### src/logic/wtk_consts.svh
// Constants of the 32 kHz watchdog timer: offsets, field positions, reset values, counts.
// Assumes inclusion by bare name from the package and from the design modules.
`ifndef WTK_CONSTS_SVH
`define WTK_CONSTS_SVH

`define WTK_ADDR_W 8
`define WTK_OFF_RELOAD 8'h00
`define WTK_OFF_CONTROL 8'h04
`define WTK_OFF_SERVICE 8'h08
`define WTK_OFF_COUNT 8'h0c
`define WTK_OFF_STATUS 8'h10
`define WTK_OFF_INT_EN 8'h14

`define WTK_CTL_RUN_BIT 0
`define WTK_CTL_HIB_STALL_BIT 2
`define WTK_CTL_WEEK_STALL_BIT 3
`define WTK_CTL_DBG_STALL_BIT 4
`define WTK_CTL_ACTION_BIT 9
`define WTK_STS_EVENT_BIT 0
`define WTK_IEN_BIT 0

`define WTK_RELOAD_RST 16'hffff
`define WTK_COUNT_RST 16'hffff
`define WTK_COUNT_ZERO 16'h0000

// 32 kHz periods per count step, and the width of the prescaler
`define WTK_TICKS_PER_COUNT 6'h21
`define WTK_PRESCALE_W 6

`endif

### src/logic/wtk_pkg.sv
// Types shared by the watchdog timer modules.
// Assumes wtk_consts.svh is on the include path.
`include "wtk_consts.svh"

package wtk_pkg;

	typedef enum logic [2:0] {
		WTK_OFF = 3'h1,
		WTK_RUN = 3'h2,
		WTK_HOLD = 3'h4
	} wtk_mode_type;

	typedef struct packed {
		logic [15:0] reload;
		logic run_enable;
		logic expiry_action_select;
		logic [2:0] stall_en;
		logic [15:0] count;
		logic expiry_event_flag;
		logic int_enable;
		wtk_mode_type mode;
		logic [31:0] rdata;
		logic ack;
		logic ec_reset;
		logic indication;
		logic expiry_interrupt;
		logic low_power;
	} wtk_top_state_type;

	typedef struct packed {
		logic [2:0] sync;
		logic level;
		logic tick;
	} wtk_sync_state_type;

	typedef struct packed {
		logic [`WTK_PRESCALE_W-1:0] cnt;
		logic dec;
	} wtk_div_state_type;

endpackage

### src/logic/wtk_tick_if.sv
// Carrier between the watchdog core and its 32 kHz tick and prescaler helpers.
// Assumes all three modules share i_mclk.
`timescale 1ns/1ps

interface wtk_tick_if;
	logic tick32;
	logic run;
	logic restart;
	logic dec;

	modport sync (output tick32);
	modport div (input tick32, input run, input restart, output dec);
	modport core (output run, output restart, input dec);
endinterface

### src/logic/wtk_div.sv
// Prescaler: one decrement pulse per set number of 32 kHz ticks while running.
// Assumes restart is a same-clock pulse from the core.
`timescale 1ns/1ps
`include "wtk_consts.svh"

module wtk_div
	import wtk_pkg::*;
(
	// Clock and reset
	input wire logic i_mclk,
	input wire logic i_rst_b,
	// Tick and control
	wtk_tick_if.div tk
);

	wtk_div_state_type s_q;
	wtk_div_state_type s_d;

	always_comb begin
		s_d = s_q;
		s_d.dec = 1'b0;
		if (tk.restart) begin
			s_d.cnt = '0;
		end else if (tk.run && tk.tick32) begin
			// Frozen while not running so a stall resumes mid-step
			if (s_q.cnt == `WTK_TICKS_PER_COUNT - 6'h1) begin
				s_d.cnt = '0;
				s_d.dec = 1'b1;
			end else begin
				s_d.cnt = s_q.cnt + 6'h1;
			end
		end
	end

	always_ff @(posedge i_mclk or negedge i_rst_b) begin
		if (!i_rst_b) begin
			s_q <= '0;
		end else begin
			s_q <= s_d;
		end
	end

	assign tk.dec = s_q.dec;
endmodule // wtk_div

### src/logic/wtk_sync.sv
// Brings the 32 kHz clock into the i_mclk domain and emits one pulse per rising edge.
// Assumes i_clk32k is asynchronous to i_mclk and far slower.
`timescale 1ns/1ps

module wtk_sync
	import wtk_pkg::*;
(
	// Clock and reset
	input wire logic i_mclk,
	input wire logic i_rst_b,
	// Slow clock pin
	input wire logic i_clk32k,
	// Tick out
	wtk_tick_if.sync tk
);

	wtk_sync_state_type s_q;
	wtk_sync_state_type s_d;

	always_comb begin
		s_d = s_q;
		s_d.sync = {s_q.sync[1:0], i_clk32k};
		s_d.tick = 1'b0;
		// A level counts only once stages two and three agree
		if (s_q.sync[1] == s_q.sync[2]) begin
			s_d.level = s_q.sync[2];
			s_d.tick = s_q.sync[2] & ~s_q.level;
		end
	end

	always_ff @(posedge i_mclk or negedge i_rst_b) begin
		if (!i_rst_b) begin
			s_q <= '0;
		end else begin
			s_q <= s_d;
		end
	end

	assign tk.tick32 = s_q.tick;
endmodule // wtk_sync

### src/logic/wtk_top.sv
// Watchdog timer core: host registers, countdown, stall, expiry actions.
// Assumes a registered host port on i_mclk, stall sources and system reset from same-clock logic.
`timescale 1ns/1ps
`include "wtk_consts.svh"

//
// Operation
// - Countdown timing is paced by the 32 kHz clock, never by host clock.
// - Host reads and writes finish in one host cycle, no slow-clock wait.
// - Software loads the count, then sets run enable; counting then starts.
// - Clearing run enable stops counting and enters low power with clocks gated.
// - Underflow raises an expiry event and sets the reset-status indication.
// - Counter reloads on reload write, service write or expiry event.
// - Interval runs from loaded count down to zero; event on underflow past zero.
// - Count drops by one every 33 periods of the 32 kHz clock.
// - Three stall enables; an enabled active source holds count, enters low power.
// - After a stall, counting resumes from the held value without reload.
// - Expiry pulse raises interrupt if control bit 9 is 1, else resets controller.
// - Expiry indication stays until the next system reset.
// - System reset returns all registers except the status flag to defaults.
// - Bits surviving an expiry are reset only by the keep-watchdog reset.
// - Any service write reloads and restarts counting while enabled; reads give zero.
// - Status bit 0 is the interrupt flag, write-1 clears, survives expiry.
// - Control bits 4, 3, 2 stall on debug, week timer, hibernation timer.
module wtk_top
	import wtk_pkg::*;
(
	// Clock and keep-watchdog reset (power-on only)
	input wire logic i_mclk,
	input wire logic i_rst_b,
	// System reset, synchronous, asserted after power-on and after expiry
	input wire logic i_system_reset,
	// Slow clock pin
	input wire logic i_clk32k,
	// Host register port
	input wire logic i_host_sel,
	input wire logic i_host_wr,
	input wire logic [`WTK_ADDR_W-1:0] i_host_addr,
	input wire logic [31:0] i_host_wdata,
	output logic [31:0] o_host_rdata,
	output logic o_host_ack,
	// Stall sources
	input wire logic i_debug_active,
	input wire logic i_week_timer_active,
	input wire logic i_hibernation_active,
	// Expiry and low power outputs
	output logic o_expiry_interrupt,
	output logic o_ec_reset,
	output logic o_watchdog_indication,
	output logic o_low_power
);

	wtk_top_state_type s_q;
	wtk_top_state_type s_d;
	wtk_tick_if tk ();

	logic wr_reload;
	logic wr_control;
	logic wr_service;
	logic wr_status;
	logic wr_int_en;
	logic rd;
	logic kick;
	logic stall;
	logic expire;
	logic reload_now;
	logic [31:0] rd_mux;

	wtk_sync u_sync (
		.i_mclk(i_mclk),
		.i_rst_b(i_rst_b),
		.i_clk32k(i_clk32k),
		.tk(tk.sync)
	);

	wtk_div u_div (
		.i_mclk(i_mclk),
		.i_rst_b(i_rst_b),
		.tk(tk.div)
	);

	// Host decode; every selected access completes the next cycle
	always_comb begin
		wr_reload = i_host_sel && i_host_wr && i_host_addr == `WTK_OFF_RELOAD;
		wr_control = i_host_sel && i_host_wr && i_host_addr == `WTK_OFF_CONTROL;
		wr_service = i_host_sel && i_host_wr && i_host_addr == `WTK_OFF_SERVICE;
		wr_status = i_host_sel && i_host_wr && i_host_addr == `WTK_OFF_STATUS;
		wr_int_en = i_host_sel && i_host_wr && i_host_addr == `WTK_OFF_INT_EN;
		rd = i_host_sel && !i_host_wr;
	end

	// Stall sources gated by their enables
	always_comb begin
		stall = (s_q.stall_en[2] && i_debug_active)
			|| (s_q.stall_en[1] && i_week_timer_active)
			|| (s_q.stall_en[0] && i_hibernation_active);
	end

	always_comb begin
		kick = wr_service && s_q.run_enable;
		// Underflow past zero, only when a step is due in run mode
		expire = tk.dec && s_q.mode == WTK_RUN && s_q.count == `WTK_COUNT_ZERO;
		reload_now = wr_reload || kick || expire;
	end

	// Read data mux; unmapped and service offsets read zero
	always_comb begin
		rd_mux = 32'h0;
		case (i_host_addr)
			`WTK_OFF_RELOAD: rd_mux = {16'h0, s_q.reload};
			`WTK_OFF_CONTROL: begin
				rd_mux[`WTK_CTL_ACTION_BIT] = s_q.expiry_action_select;
				rd_mux[`WTK_CTL_DBG_STALL_BIT] = s_q.stall_en[2];
				rd_mux[`WTK_CTL_WEEK_STALL_BIT] = s_q.stall_en[1];
				rd_mux[`WTK_CTL_HIB_STALL_BIT] = s_q.stall_en[0];
				rd_mux[`WTK_CTL_RUN_BIT] = s_q.run_enable;
			end
			`WTK_OFF_SERVICE: rd_mux = 32'h0;
			`WTK_OFF_COUNT: rd_mux = {16'h0, s_q.count};
			`WTK_OFF_STATUS: rd_mux[`WTK_STS_EVENT_BIT] = s_q.expiry_event_flag;
			`WTK_OFF_INT_EN: rd_mux[`WTK_IEN_BIT] = s_q.int_enable;
			default: rd_mux = 32'h0;
		endcase
	end

	always_comb begin
		s_d = s_q;
		s_d.ack = i_host_sel;
		s_d.rdata = rd ? rd_mux : 32'h0;
		s_d.ec_reset = 1'b0;

		// Register writes
		if (wr_reload) begin
			s_d.reload = i_host_wdata[15:0];
		end
		if (wr_control) begin
			s_d.run_enable = i_host_wdata[`WTK_CTL_RUN_BIT];
			s_d.expiry_action_select = i_host_wdata[`WTK_CTL_ACTION_BIT];
			s_d.stall_en = {i_host_wdata[`WTK_CTL_DBG_STALL_BIT],
				i_host_wdata[`WTK_CTL_WEEK_STALL_BIT],
				i_host_wdata[`WTK_CTL_HIB_STALL_BIT]};
		end
		if (wr_int_en) begin
			s_d.int_enable = i_host_wdata[`WTK_IEN_BIT];
		end
		if (wr_status && i_host_wdata[`WTK_STS_EVENT_BIT]) begin
			s_d.expiry_event_flag = 1'b0;
		end

		// Mode: off, running, or held by a stall
		case (s_q.mode)
			WTK_OFF: begin
				if (s_q.run_enable) begin
					s_d.mode = stall ? WTK_HOLD : WTK_RUN;
				end
			end
			WTK_RUN: begin
				if (!s_q.run_enable) begin
					s_d.mode = WTK_OFF;
				end else if (stall) begin
					s_d.mode = WTK_HOLD;
				end
			end
			WTK_HOLD: begin
				if (!s_q.run_enable) begin
					s_d.mode = WTK_OFF;
				end else if (!stall) begin
					s_d.mode = WTK_RUN;
				end
			end
			default: s_d.mode = WTK_OFF;
		endcase

		// Counter: reload wins over a step; held value kept across stalls
		if (wr_reload) begin
			s_d.count = i_host_wdata[15:0];
		end else if (reload_now) begin
			s_d.count = s_q.reload;
		end else if (tk.dec && s_q.mode == WTK_RUN) begin
			s_d.count = s_q.count - 16'h1;
		end

		// Expiry: interrupt path clears its select bit, else controller reset
		if (expire) begin
			s_d.indication = 1'b1;
			if (s_q.expiry_action_select) begin
				s_d.expiry_event_flag = 1'b1;
				s_d.expiry_action_select = 1'b0;
			end else begin
				s_d.ec_reset = 1'b1;
			end
		end

		s_d.expiry_interrupt = s_d.expiry_event_flag && s_d.int_enable;
		s_d.low_power = s_d.mode != WTK_RUN;

		// System reset returns all but the expiry flag to defaults
		if (i_system_reset) begin
			s_d = '0;
			s_d.reload = `WTK_RELOAD_RST;
			s_d.count = `WTK_COUNT_RST;
			s_d.mode = WTK_OFF;
			s_d.low_power = 1'b1;
			s_d.ack = i_host_sel;
			s_d.expiry_event_flag = s_q.expiry_event_flag;
			s_d.expiry_interrupt = 1'b0;
		end
	end

	always_ff @(posedge i_mclk or negedge i_rst_b) begin
		if (!i_rst_b) begin
			s_q <= '{reload: `WTK_RELOAD_RST, count: `WTK_COUNT_RST, mode: WTK_OFF,
				low_power: 1'b1, default: '0};
		end else begin
			s_q <= s_d;
		end
	end

	// Prescaler runs only in run mode and restarts with every reload
	assign tk.run = s_q.mode == WTK_RUN;
	assign tk.restart = reload_now || i_system_reset;

	assign o_host_rdata = s_q.rdata;
	assign o_host_ack = s_q.ack;
	assign o_expiry_interrupt = s_q.expiry_interrupt;
	assign o_ec_reset = s_q.ec_reset;
	assign o_watchdog_indication = s_q.indication;
	assign o_low_power = s_q.low_power;
endmodule // wtk_top
### config.mk
export PLATFORM = sky130hd
export DESIGN_NAME = wtk_top
export DESIGN_NICKNAME = d
export VERILOG_FILES = /design/src/logic/wtk_pkg.sv /design/src/logic/wtk_tick_if.sv /design/src/logic/wtk_div.sv /design/src/logic/wtk_sync.sv /design/src/logic/wtk_top.sv
export VERILOG_INCLUDE_DIRS = /design/src /design/src/logic
export SDC_FILE = /design/constraint.sdc
export NUM_CORES = 1
export LEC_CHECK = 0
export BUFFER_PORTS_ARGS = -buffer_cell sky130_fd_sc_hd__buf_2
export CAP_MARGIN = 20
export CORE_AREA = 2 2 71 141
export DETAILED_ROUTE_END_ITERATION = 8
export DIE_AREA = 0 0 73 143
export GPL_ROUTABILITY_DRIVEN = 0
export MAX_ROUTING_LAYER = met4
export PLACE_DENSITY_LB_ADDON = 0.1
export SLEW_MARGIN = 15
export SYNTH_ARGS = -nofsm -noshare
export SYNTH_HDL_FRONTEND = slang
export SYNTH_SLANG_ARGS = --single-unit
### constraint.sdc
create_clock -name i_mclk -period 2.6 [get_ports i_mclk]
set_clock_uncertainty 0.15 [all_clocks]
set_input_delay 0.26 -clock i_mclk [delete_from_list [all_inputs] [get_ports i_mclk]]
set_output_delay 0.26 -clock i_mclk [all_outputs]
set_load 0.02 [all_outputs]
Word level (Yosys, flattened, before mapping)

Index checks and enable logic that the tools add are counted.

Bits in registers: 91
Word-level logic and storage cells: 97
Input port bits: 49
Output and inout bits: 37

Eq/ne operators: 11
Reductions and logical operators: 29
Bitwise operators: 2
$add $sub $neg: 2
Mux-type cells: 34

Operators with widths:

| kind                                                                   | count |
|---|---|
| 79-bit 2-to-1 mux                                                      | 1 |
| 16-bit 2-to-1 mux                                                      | 4 |
| 32-bit 2-to-1 mux                                                      | 1 |
| 3-bit 2-to-1 mux                                                       | 6 |
| 3-bit one-hot mux with 3 select lines                                  | 2 |
| 8-bit by 4-bit equality test with 1-bit output (second input constant) | 2 |
| 8-bit by 5-bit equality test with 1-bit output (second input constant) | 2 |
| 1-bit logical AND                                                      | 16 |
| 16-bit logical NOT                                                     | 1 |
| 16-bit by 1-bit subtractor with 16-bit output (second input constant)  | 1 |
| 6-bit 2-to-1 mux                                                       | 2 |
| 6-bit one-hot mux with 2 select lines                                  | 1 |
| 1-bit 2-to-1 mux                                                       | 10 |
| 8-bit by 3-bit equality test with 1-bit output (second input constant) | 1 |
| 8-bit logical NOT                                                      | 1 |
| 4-bit one-hot mux with 2 select lines                                  | 1 |
| 2-bit nonzero test                                                     | 4 |
| 7-bit 2-to-1 mux                                                       | 1 |
| 6-bit by 1-bit adder with 6-bit output (second input constant)         | 1 |
| 6-bit equality test (second input constant)                            | 1 |
| 1-bit logical OR                                                       | 5 |
| 5-bit 2-to-1 mux                                                       | 1 |
| 1-bit one-hot mux with 5 select lines                                  | 1 |
| 4-bit nonzero test                                                     | 1 |
| 11 further kinds                                                       | 11 |

Logic depth before layout (Yosys ltp)

Gate-level depths: netlist of run 1.

Depth after elaboration: 8
Gate-level depth with buffers: 9
Depth with buffers taken out: 8

By module

From an unflattened synthesis of run 1, not the netlist that was laid out.

Cells, all modules: 423
Area, all modules: 4,056.4 µm²

By module, submodules not included:

| module   | cells an instance | area an instance (µm²) | instances | sequential area each (µm²) |
|---|---|---|---|---|
| wtk_top  | 374               | 3,505.9                | 1         | 1,619.1 |
| wtk_div  | 42                | 404.1                  | 1         | 175.2 |
| wtk_sync | 7                 | 146.4                  | 1         | 125.1 |

Worst setup path after synthesis of run 1

Ideal clock, no wire load.

Path type: register to register
Start point: register s_q[42] (netlist bit)
End point: register s_q[49] (netlist bit)
Arrival: 1,989 ps
Path buffers: 1
Clock period less this slack: 2,216 ps
Path slack: 384 ps
Library setup time: 77 ps
Required time: 2,373 ps
Cell stages (with the launch flop): 10
Cell sequence: dfstp_2 -> inv_1 -> ha_1 -> or4b_4 -> nor4_4 -> a31oi_4 -> nand3_4 -> buf_6 -> nor2_1 -> a31oi_1

Longest elaborated chain between the ends: 6
Elaborated cells on any way between the ends: 9
Classes of those cells: 1 x add/sub; 4 x mux; 4 x reduce/logical

RTL lines:

| item                                                                                                  | line           | RTL |
|---|---|---|
| from (decl)                                                                                           | wtk_top.sv:53  | `wtk_top_state_type s_q;` |
| from (signal assigned)                                                                                | wtk_top.sv:212 | `` s_q <= '{reload: `WTK_RELOAD_RST, count: `WTK_COUNT_RST, mode: WTK_OFF, `` |
| parallel branches: the longest is 6 deep, another holds 16-bit by 1-bit subtractor with 16-bit output | n/a            |  |

Parallel ways; which one is timed is not known. The select of a mux whose other input is x is not followed.
A chain may end at the register's enable or synchronous reset.

Final worst setup path of run 1

Start point: input i_host_sel
End point: register u_div.s_q[6] (netlist bit)

Longest elaborated chain between the ends: 7
Elaborated cells on any way between the ends: 9
Classes of those cells: 1 x mux; 8 x reduce/logical

RTL lines:

| item                                                   | line                         | RTL |
|---|---|---|
| from (decl)                                            | wtk_top.sv:36                | `input wire logic i_host_sel,` |
| 1-bit logical AND (*)                                  | wtk_top.sv:84, wtk_top.sv:86 |  |
| 1-bit logical AND (no line)                            | n/a                          |  |
| 1-bit logical AND                                      | wtk_top.sv:100               | `kick = wr_service && s_q.run_enable;` |
| 1-bit logical OR (*) (2 in a row)                      | wtk_top.sv:103               | `reload_now = wr_reload \|\| kick \|\| expire;` |
| 1-bit logical OR (*)                                   | wtk_top.sv:221               | `assign tk.restart = reload_now \|\| i_system_reset;` |
| 6-bit 2-to-1 mux or 2-bit nonzero test (tied branches) | n/a                          |  |
| to (signal assigned)                                   | wtk_div.sv:37                | `s_q <= '0;` |
| to (signal assigned)                                   | wtk_div.sv:39                | `s_q <= s_d;` |
| to (decl)                                              | wtk_div.sv:16                | `wtk_div_state_type s_q;` |

Every way passes the cells marked *; elsewhere a longest branch is shown, timed or not.

==> results.md, run 1 <==
- Worst skew pair latency: 330 ps
- Minimum hold slack: 7.47 ps
- Global-route wire length before repair: about 17000 µm
- Yosys cell types: 62
- P per Cell Area: about 590 mW/mm²
- Tightest Pin Transition: 963 ps
- Worst stage delay on the critical path: 530 ps
- H-tree depth: 3
- Clk slew on worst S/H paths: 60 ps
- CTS Buf Count: 9
- Post-synthesis cell count: roughly 440
- DR DRC count: 0
- Cell at the slowest stage of the critical path: dlygate4sd3_1
- Die W: about 73 µm
- Number of cells upsized or downsized after cts: 0
- Hold-fix buffers, CTS: 3
- Nets: 530
- Max IR drop VDD: around 300 µV
- Final Critical Period: 2440 ps
- Average vias per placed instance: between 5 and 6
- Synth Warn #: 0
- I/O Pins: 86
- DRT Pass-1 Iters: 5
- Yosys reg bits: 75
- Area Growth Syn to Fin: 12.7%
- CP Cell Sequence: dlygate4sd3_1 > buf_2 > and2_1 > and4_2 > a31oi_4 > nand3_1 > a311oi_1
- Worst min path class: in -> reg
- Sequential area share after synthesis: a little under half
- Grt ovf: 0
- FF/Latch Area: approximately 0.0019 mm²
- Area after DPL: approximately 0.0043 mm²
- Slew headroom: between 30% and 40%
- Area of the multi-input gates: 0.00184 mm²
- Antenna diodes: 0
- Gr usage total: 22.7%
- Max Root-Sink Buffers: 2
- Leakage power: 2.05 nW
- Sw Share: between 20% and 30%
- EDFF count, synth: 0
- Req. time, crit path: about 2700 ps
- Vias: 3366
- Reg power frac: 44.8%
- CTS tree: built
- Die Y: between 100 and 150 µm
- Critical Path Sink Type: flip-flop
- Fill cells: 892
- CP delay by family, top: simple AND/OR/NAND/NOR gates
- Commonest cells after routing, fill and taps aside: 58 x nand2_1, 52 x buf_2, 50 x nor2_1
- Internal: roughly 2.1 mW
- Fin. max-slew vios: 0
- Root Buffer: clkbuf_16
- Status: finished, final reports clean
- Peak Freq: 410 MHz
- Port-buffer cells: 53
- FP Rows: 50
- Post-CTS setup repair buffer count: 0
- Final wirelength: 10900 µm
- Critical path class: in -> reg
- Worst EP arrival: between 2000 and 3000 ps
- WL/cell: around 19 µm
- Unrepaired setup endpoints after global routing: false
- Post-DRT Antenna Nets: 0
- Psw: 607 µW
- Initial Utilization: 44.1%
- Final setup fails: 0
- Setup TNS: 0 ps
- Async set or reset register ratio after synthesis: 100%
- Most common flop cell mapped by yosys: dfrtp_1
- Worst Path Max Fanout: 10
- Startpoint Class: input pin
- Post-Syn Area: 0.00411 mm²
- Placed wire-length estimate: 7670 µm
- Buf/Inv on CP: 2
- Most common cell after layout, fill and taps aside: nand2_1
- Clock Power Share: about half
- Number of global-route vias before repair: about 3.4k
- Logic gate share of total power: 6.6%
- Largest net degree at the start of global routing: 76
- # Max-Cap Violations: 0
- Final Hold Viols: 0
- DR iter-0 viols: 191
- Core ar.: 0.00932 mm²
- Fin crit share: 93.9%
- Clk sinks: 75
- Antenna violations before repair: 0
- Fin area: 0.00464 mm²
- Die area: roughly 0.010 mm²
- Mean post-synth cell area: 9.39 µm²
- Proportion of layout cells with a drive suffix above 1: 25.7%
kinds of logic (layout without fill, tap and decap cells):
family | after synthesis | in the layout | share of synthesized area [%]
muxes | 6 | 6 | 1.46
DFF | 75 | 75 | 46.7
AOI/OAI and AO/OA | 96 | 96 | 15.6
adders and majority gates | 5 | 5 | 1.46
and+or+nand+nor | 185 | 185 | 22.9
xor gates and xnor gates | 9 | 9 | 1.92
other | 1 | 16 | 0.0912
buffers and inverters | 61 | 90 | 9.91
power groups by stage:
stage | combinational [mW] | sequential [mW] | clock (mW)
finish | 0.180 | 1.22 | 1.33
global route | 0.202 | 1.23 | 1.42
CTS | 0.183 | 1.22 | 1.36
detailed placement | 0.179 | 1.24 | 0
global placement | 0.177 | 1.24 | 0
floorplan | 0.125 | 1.23 | 0
metal layers:
metal	vias to the layer above	global-route usage, %	routed length, µm	part of all wire (%)
met2	112	39.3	6090	56
met4	0	11.3	270	2.5
li1	1599	-	-	-
met5	-	-	0	0
met3	24	4.23	447	4.1
met1	1631	24.1	4040	37
metrics by stage:
step | power, mW | utilization (%) | instances | setup slack [ps]
after floorplan | 1.36 | - | 453 | 384
after global placement | 1.42 | 46.1 | 567 | 211
after detailed placement | 1.42 | 46.1 | 567 | 190
after CTS | 2.76 | 49.8 | 586 | 117
after global routing | 2.84 | 49.8 | 586 | 40.5
final | 2.73 | 49.8 | 586 | 159
registers in the layout, indices dropped and copies added, names as in the netlist:
name,flops
s_q,42
o_watchdog_indication,1
o_low_power,1
u_sync.s_q,2
u_div.s_q,6
o_host_ack,1
o_ec_reset,1
u_div.tk.dec,1
u_sync.s_d,2
o_host_rdata,16
u_sync.tk.tick32,1
o_expiry_interrupt,1
synth_stat cells (7+ instances only):
master,instances,area (µm²)
nor3_1,16,80.1
inv_1,7,26.3
dfstp_2,34,893
nor2_1,50,188
a31oi_1,12,75.1
a22oi_1,16,120
a21oi_1,32,160
dfrtp_1,41,1030
buf_4,32,240
clkbuf_1,10,37.5
nor4_1,9,56.3
nand3_1,15,75.1
nand2_1,58,218
worst paths after layout:
kind	slack (ps)	to	from	depth (start not counted)
setup / recovery	160	u_div.s_q[6]$_DFFE_PN0P_	i_host_sel	7
hold / removal	7	s_q[73]$_DFFE_PN1P_	i_host_wdata[10]	3
setup reg to reg	190	u_div.tk.dec$_DFF_PN0_	s_q[42]$_DFFE_PN1P_	7
hold reg to reg	200	u_sync.s_d[4]$_DFF_PN0_	u_sync.s_d[3]$_DFF_PN0_	0
max in group asynchronous	1200	o_host_rdata[12]$_DFF_PN0_	i_rst_b	2
min in group asynchronous	470	s_q[60]$_DFFE_PN0P_	i_rst_b	2
area by class of cell:
cell class,count,share of cell area (%)
multi-input cells,317,39.7
clock buffers,14,5.48
flip-flops and latches,75,41.4
clock inverters,2,1.29
inverters,7,0.566
repair buffers,67,8.74
well taps,104,2.81
worst reg2reg max path, cell delays in order (launching register included):
cell and delay (ps):
dfstp_2 390, inv_1 80, ha_1 170, or4b_4 480
nor4_4 340, a31oi_4 220, nand3_1 340, nor3_1 110
(Power assumes the default switching activity.)
==> run 2, diff against run 1 <==
--- a/config.mk
+++ b/config.mk
@@ -14,6 +14,7 @@
 export GPL_ROUTABILITY_DRIVEN = 0
 export MAX_ROUTING_LAYER = met4
 export PLACE_DENSITY_LB_ADDON = 0.1
+export SKIP_LAST_GASP = 1
 export SLEW_MARGIN = 15
 export SYNTH_ARGS = -nofsm -noshare
 export SYNTH_HDL_FRONTEND = slang
==> constraint.sdc (replaced) <==
create_clock -name i_mclk -period 2.6 [get_ports i_mclk]
set_clock_uncertainty 0.15 [all_clocks]
set_input_delay 0.52 -clock i_mclk [delete_from_list [all_inputs] [get_ports i_mclk]]
set_output_delay 0.52 -clock i_mclk [all_outputs]
set_load 0.02 [all_outputs]
==> run 2 against run 1 <==
  * The run now ends with hold timing left
  * Non-clock buffer count up 4
  * Highest routed layer unchanged
  * Hold slack got worse by 9.9 ps
  * Utilization grew 0.16 points
  * Largest cell class unchanged
  * Via count increased by 0.45%
  * Power fell by 2.1%
  * Final area increased by 0.32%
  * Register-to-register slack worse by 30 ps
==> results.md, run 2 (same netlist as run 1, synthesis figures left out) <==
- Antenna diodes: 0 (unchanged)
- Req. time, crit path: 2670 ps (about the same)
- Reg-to-reg startpoint: s_q[42]$_DFFE_PN1P_
- Core ar.: 0.00932 mm² (unchanged)
- DR DRC count: 0 (unchanged)
- Gr usage total: 22.6% (-0.14 points)
- Worst stage delay on the critical path: 580 ps (+50 ps)
- Final setup fails: 0 (unchanged)
- Fin area: 0.00465 mm² (+0.32%)
- Fin crit share: 93.7% (-0.23 points)
- Die area: 0.0104 mm² (unchanged)
- # Max-Cap Violations: 0 (unchanged)
- # placed instances: 574 (+1.2%)
- Number of global-route vias before repair: 3391 (-1.3%)
- P per Cell Area: 575 mW/mm² (-2.4%)
- Global-route wire length before repair: 17300 µm (-0.16%)
- CTS tree: built
- Max Root-Sink Buffers: 2 (unchanged)
- Tightest Pin Transition: 611 ps (-352 ps)
- Die W: 73 µm (unchanged)
- Antenna violations before repair: 0 (unchanged)
- Vias: 3381 (+0.45%)
- Largest net degree at the start of global routing: 40 (-47%)
- Fin. max-slew vios: 0 (unchanged)
- Area Growth Syn to Fin: 13.1%
- Nets: 534 (+0.75%)
- Grt ovf: 0 (unchanged)
- Peak Freq: 411 MHz (+0.25%)
- Commonest cells after routing, fill and taps aside: 58 x nand2_1, 52 x buf_2, 50 x nor2_1
- CTS Buf Count: 9 (unchanged)
- Post-CTS setup repair buffer count: 0 (unchanged)
- CP Cell Sequence: inv_1 > ha_1 > or4b_4 > nor4_4 > a31oi_4 > nand3_1 > a311oi_1
- Clk slew on worst S/H paths: 60 ps (about the same)
- Post-Place Worst Slack: 163 ps (-26.7 ps)
- Average vias per placed instance: 5.73 (-0.24%)
- Largest Register: s_q
- Setup TNS: 0 ps (unchanged)
- Minimum hold slack: -2.46 ps (-9.92 ps)
- Final Hold Viols: 7 (+7)
- Non-filler instance count after layout: 590 (+0.68%)
- Worst skew pair latency: 330 ps (about the same)
- Clk sinks: 75 (unchanged)
- Slew headroom: 58.9% (+23 points)
- Placed wire-length estimate: 7850 µm (+2.3%)
- DRT Pass-1 Iters: 5 (unchanged)
- Status: complete, but fails checks
- Startpoint Class: flip-flop
- Initial Utilization: 44.1% (unchanged)
- Max IR drop VDD: 328 µV (+6.5%)
- Worst min path class: in -> async
- H-tree depth: 3 (unchanged)
- Max reg flops: 42 (unchanged)
- Setup ws final: 165 ps (+6.04 ps)
- Final Critical Period: 2440 ps (-6.04 ps)
- Root Buffer: clkbuf_16
- Cell at the slowest stage of the critical path: dfstp_2
- Post-DRT Antenna Nets: 0 (unchanged)
- Worst Path Max Fanout: 10 (unchanged)
- Port-buffer cells: 53 (unchanged)
- I/O Pins: 86 (unchanged)
- Final wirelength: 11000 µm (+1.1%)
- Hold-fix buffers, CTS: 0 (-3)
- Most common cell after layout, fill and taps aside: nand2_1
- Unrepaired setup endpoints after global routing: false
- Worst EP arrival: 2510 ps (about the same)
- Die Y: 143 µm (unchanged)
- DR iter-0 viols: 217 (+14%)
- WL/cell: 18.6 µm (+0.43%)
- FP Rows: 50 (unchanged)
- Area after DPL: 0.00435 mm² (+1.2%)
- Total Power: 2.67 mW (-2.1%)
- Worst setup startpoint: s_q[42]$_DFFE_PN1P_
- Number of cells upsized or downsized after cts: 0 (unchanged)
- Critical Path Sink Type: flip-flop
- Critical path class: reg -> reg
- Failing checks: hold timing
- Proportion of layout cells with a drive suffix above 1: 27.6% (+1.8 points)
- Leakage power: 2.07 nW (+0.67%)
run 2: routing by layer:
metal	part of all wire (%)	GRT usage [%]	up-vias
met4	1.9	8.67	0
met2	57	40.8	82
met3	2.9	3.67	13
met5	0	-	-
met1	39	23.8	1674
li1	-	-	1612
run 2: power by group:
part           switching [mW]  internal [mW]
Clock                   0.473          0.794
Sequential             0.0257           1.20
Combinational           0.123         0.0623
Total                   0.622           2.05
run 2: layout make-up:
| class | count | area, µm² |
|---|---|---|
| sequential | 75 | 1920 |
| fill | 925 | 4670 |
| inverter | 7 | 26.3 |
| timing repair buffer | 71 | 428 |
| clock inverter | 4 | 50.0 |
| tap | 104 | 130 |
| clock buffer | 12 | 256 |
| multi-input combinational | 317 | 1840 |
run 2: per-stage QoR:
step | utilization, % | hold WS [ps]
floorplan | - | 74.4
global placement | 46.6 | 184
detailed placement | 46.6 | 192
CTS | 49.9 | 13.8
global route | 49.9 | 25.2
finish | 49.9 | -2.46
run 2: worst paths after layout:
kind                       slack (ps)                   endpoint  cells after the start
setup reg to reg                  160   u_div.s_q[6]$_DFFE_PN0P_                      7
hold / removal                     -2  o_host_rdata[9]$_DFF_PN0_                      1
min in group i_mclk               140    u_sync.s_d[3]$_DFF_PN0_                      1
setup / recovery                  160   u_div.s_q[6]$_DFFE_PN0P_                      7
hold reg to reg                   200    u_sync.s_d[4]$_DFF_PN0_                      0
max in group asynchronous        1650      o_low_power$_DFF_PN1_                      2
run 2: worst max-delay path, delay by kind of cell (launching register included):
kind | cells | cell delay (ps)
buffers and inverters | 1 | 80
DFF | 1 | 580
adders and majority gates | 1 | 210
AOI/OAI and AO/OA | 2 | 710
and+or+nand+nor | 3 | 600
==> run 3, diff against run 2 <==
--- a/config.mk
+++ b/config.mk
@@ -8,9 +8,9 @@
 export LEC_CHECK = 0
 export BUFFER_PORTS_ARGS = -buffer_cell sky130_fd_sc_hd__buf_2
 export CAP_MARGIN = 20
-export CORE_AREA = 2 2 71 141
+export CORE_AREA = 2 2 71 140
 export DETAILED_ROUTE_END_ITERATION = 8
-export DIE_AREA = 0 0 73 143
+export DIE_AREA = 0 0 73 142
 export GPL_ROUTABILITY_DRIVEN = 0
 export MAX_ROUTING_LAYER = met4
 export PLACE_DENSITY_LB_ADDON = 0.1
@@ -18,4 +18,5 @@
 export SLEW_MARGIN = 15
 export SYNTH_ARGS = -nofsm -noshare
 export SYNTH_HDL_FRONTEND = slang
+export SYNTH_HIERARCHICAL = 1
 export SYNTH_SLANG_ARGS = --single-unit
==> run 3 against run 2 <==
  * The run now ends clean
  * First-iteration DRC count decreased by 22%
  * Final cell count decreased by 2.0%
  * Sequential share of layout area increased by 0.52 points
  * Final area decreased by 1.2%
  * Highest routed layer unchanged
==> results.md, run 3 <==
- Status: finished, final reports clean
- Buf/Inv on CP: 1 (unchanged)
- Critical Path Sink Type: flip-flop
- Max IR drop VDD: 347 µV (+6.0%)
- Port-buffer cells: 53 (unchanged)
- Number of global-route vias before repair: 3221 (-5.0%)
- Sequential area share after synthesis: 47.3% (+0.66 points)
- Antenna diodes: 0 (unchanged)
- Max Root-Sink Buffers: 2 (unchanged)
- Largest Register: s_q
- Nets: 522 (-2.2%)
- Flop-to-flop setup slack: 200 ps (+40 ps)
- Slew headroom: 50.2% (-8.7 points)
- DRT Pass-1 Iters: 5 (unchanged)
- Clk slew on worst S/H paths: 60 ps (about the same)
- Synth Warn #: 6 (+6)
- Leakage power: 2.15 nW (+4.0%)
- Peak Freq: 417 MHz (+1.5%)
- EDFF count, synth: 0 (unchanged)
- Worst EP arrival: 2480 ps (-30 ps)
- Worst skew pair latency: 330 ps (about the same)
- Core ar.: 0.00932 mm² (unchanged)
- Critical path class: reg -> reg
- Post-Place Worst Slack: 50.9 ps (-112 ps)
- Vias: 3221 (-4.7%)
- Number of cells upsized or downsized after cts: 0 (unchanged)
- Final setup fails: 0 (unchanged)
- Fin. max-slew vios: 0 (unchanged)
- Gr busiest metal: met2
- CP delay by family, top: simple AND/OR/NAND/NOR gates
- Clk sinks: 75 (unchanged)
- Most common flop cell mapped by yosys: dfrtp_1
- Final wirelength: 10100 µm (-8.3%)
- Max reg flops: 42 (unchanged)
- WL/cell: 17.4 µm (-6.4%)
- Synth top area share: 25.3% (+0.35 points)
- Proportion of layout cells with a drive suffix above 1: 28.9% (+1.3 points)
- Met1 usage in global routing: 22.1% (-1.7 points)
- H-tree depth: 3 (unchanged)
- Post-Syn Area: 0.00406 mm² (-1.4%)
- Worst min path class: in -> reg
- Largest net degree at the start of global routing: 46 (+15%)
- DR iter-0 viols: 169 (-22%)
- Die area: 0.0104 mm² (-0.70%)
- Die W: 73 µm (unchanged)
- Worst Path Max Fanout: 5 (-5)
- # placed instances: 561 (-2.3%)
- Gr usage total: 21.3% (-1.3 points)
- Async set or reset register ratio after synthesis: 100% (unchanged)
- Placed wire-length estimate: 7530 µm (-4.1%)
- CTS tree: built
- CP Cell Sequence: inv_1 > ha_1 > nand3_1 > nor2_1 > nor3_1 > nand2_1 > nor4bb_1 > a32oi_1 > o41ai_2
- Commonest cells after routing, fill and taps aside: 52 x nand2_1, 52 x buf_2, 50 x nor2_1
- Yosys cell types: 62 (unchanged)
- Die Y: 142 µm (-0.70%)
- Met2 usage: 38.8% (-2.0 points)
- Root Buffer: clkbuf_16
- Antenna violations before repair: 0 (unchanged)
- Post-CTS setup repair buffer count: 0 (unchanged)
- Grt ovf: 0 (unchanged)
- Fin crit share: 92.3% (-1.4 points)
- # Max-Cap Violations: 0 (unchanged)
- I/O Pins: 86 (unchanged)
- Yosys reg bits: 75 (unchanged)
- Fin util: 49.3% (-0.62 points)
- Final Critical Period: 2400 ps (-36.3 ps)
- Final Hold Viols: 0 (-7)
- Mean post-synth cell area: 9.59 µm² (+2.1%)
- Yosys top cell by area: dfrtp_1
- Initial Utilization: 43.5% (-0.62 points)
- P per Cell Area: 551 mW/mm² (-4.1%)
- CTS Buf Count: 9 (unchanged)
- Startpoint Class: flip-flop
- Most frequent cell after synthesis: nand2_1
- Global Route met3 Usage: 3.82% (+0.15 points)
- Setup ws final: 201 ps (+36.3 ps)
- Area Growth Syn to Fin: 13.3%
- Worst stage delay on the critical path: 580 ps (about the same)
- Global-route wire length before repair: 16300 µm (-5.9%)
- Average vias per placed instance: 5.57 (-2.8%)
- Unrepaired setup endpoints after global routing: false
- DR DRC count: 0 (unchanged)
- Post-synth top cells: 52 x nand2_1, 50 x nor2_1, 41 x dfrtp_1, 34 x dfstp_2, 33 x buf_4
- Largest cells by area after synthesis: dfrtp_1 25%, dfstp_2 22%, buf_4 6.1%
- Tightest Pin Transition: 746 ps (+135 ps)
- FP Rows: 50 (unchanged)
- Non-filler instance count after layout: 578 (-2.0%)
- Req. time, crit path: 2680 ps (about the same)
- Cell at the slowest stage of the critical path: dfstp_2
- Post-synthesis cell count: 423 (-3.4%)
- Setup TNS: 0 ps (unchanged)
- Post-DRT Antenna Nets: 0 (unchanged)
==> run 3: cell count changes in the layout (fill, tap and decap cells not counted), sizes merged, moves of 5 or more <==
cell    before  now
a21oi       32   23
nor3        16    7
o211ai       3   11
mux2i        6   12
inv          7   12
nand2       58   53
==> run 3: routing by layer <==
| layer | vias to the layer above | part of all wire, % |
|---|---|---|
| met5 | - | 0 |
| met4 | 0 | 1.9 |
| met3 | 16 | 3.5 |
| met2 | 72 | 57 |
| met1 | 1586 | 37 |
| li1 | 1547 | - |
==> run 3: logic make-up (layout without fill, tap and decap cells) <==
kind of cell,after synthesis,after routing,share of synthesized area (%)
other,1,16,0.0924
and+or+nand+nor,165,165,20.9
adders and majority gates,5,5,1.51
AOI/OAI and AO/OA,90,90,14.9
xor gates and xnor gates,8,8,1.73
buffers and inverters,66,102,10.1
DFF,75,75,47.3
muxes,13,13,3.52
==> run 3: final timing paths <==
check	startpoint	end	cells past startpoint
min in group asynchronous	i_rst_b	u_sync/s_d[3]$_DFF_PN0_	2
max in group asynchronous	i_rst_b	s_q[48]$_DFFE_PN1P_	3
hold / removal	i_clk32k	u_sync/s_d[3]$_DFF_PN0_	1
setup / recovery	s_q[42]$_DFFE_PN1P_	u_div/s_q[6]$_DFFE_PN0P_	9
hold reg to reg	u_sync/s_d[3]$_DFF_PN0_	u_sync/s_d[4]$_DFF_PN0_	0
setup reg to reg	s_q[42]$_DFFE_PN1P_	u_div/s_q[6]$_DFFE_PN0P_	9
==> run 3: report_power, final <==
| group | total (mW) | switching (mW) | internal [mW] |
|---|---|---|---|
| logic | 0.200 | 0.127 | 0.0732 |
| clock network | 1.12 | 0.454 | 0.668 |
| registers | 1.21 | 0.0192 | 1.19 |
==> run 3: metrics by stage <==
stage	hold slack (ps)	total power, mW	area, µm²
6_report	140	2.53	4600
5_1_grt	132	2.64	4600
4_1_cts	129	2.57	4600
3_5_place_dp	202	1.43	4320
3_3_place_gp	199	1.43	4320
2_1_floorplan	74.4	1.35	4110
==> run 3: layout make-up <==
class / instances / area [µm²]
clock buffers: 13 / 250
clock inverters: 3 / 15.0
fillers: 910 / 4730
inverters: 12 / 45.0
multi-input cells: 297 / 1780
flip-flops and latches: 75 / 1920
well taps: 104 / 130
repair buffers: 74 / 453
==> run 3: worst register-to-register path, delay by kind of cell (launching register included) <==
kind	cells	cell delay [ps]
buffers and inverters	1	80
adder cells (fa/ha/maj)	1	200
AND/OR/NAND/NOR	5	1070
flip-flops	1	580
AO/OA/AOI/OAI	2	230
==> run 3: timing repair <==
| action | CTS | global route |
|---|---|---|
| hold endpoints to repair | 12 | 0 |
| setup endpoints to repair | 0 | 0 |
| hold buffers | 1 | 0 |
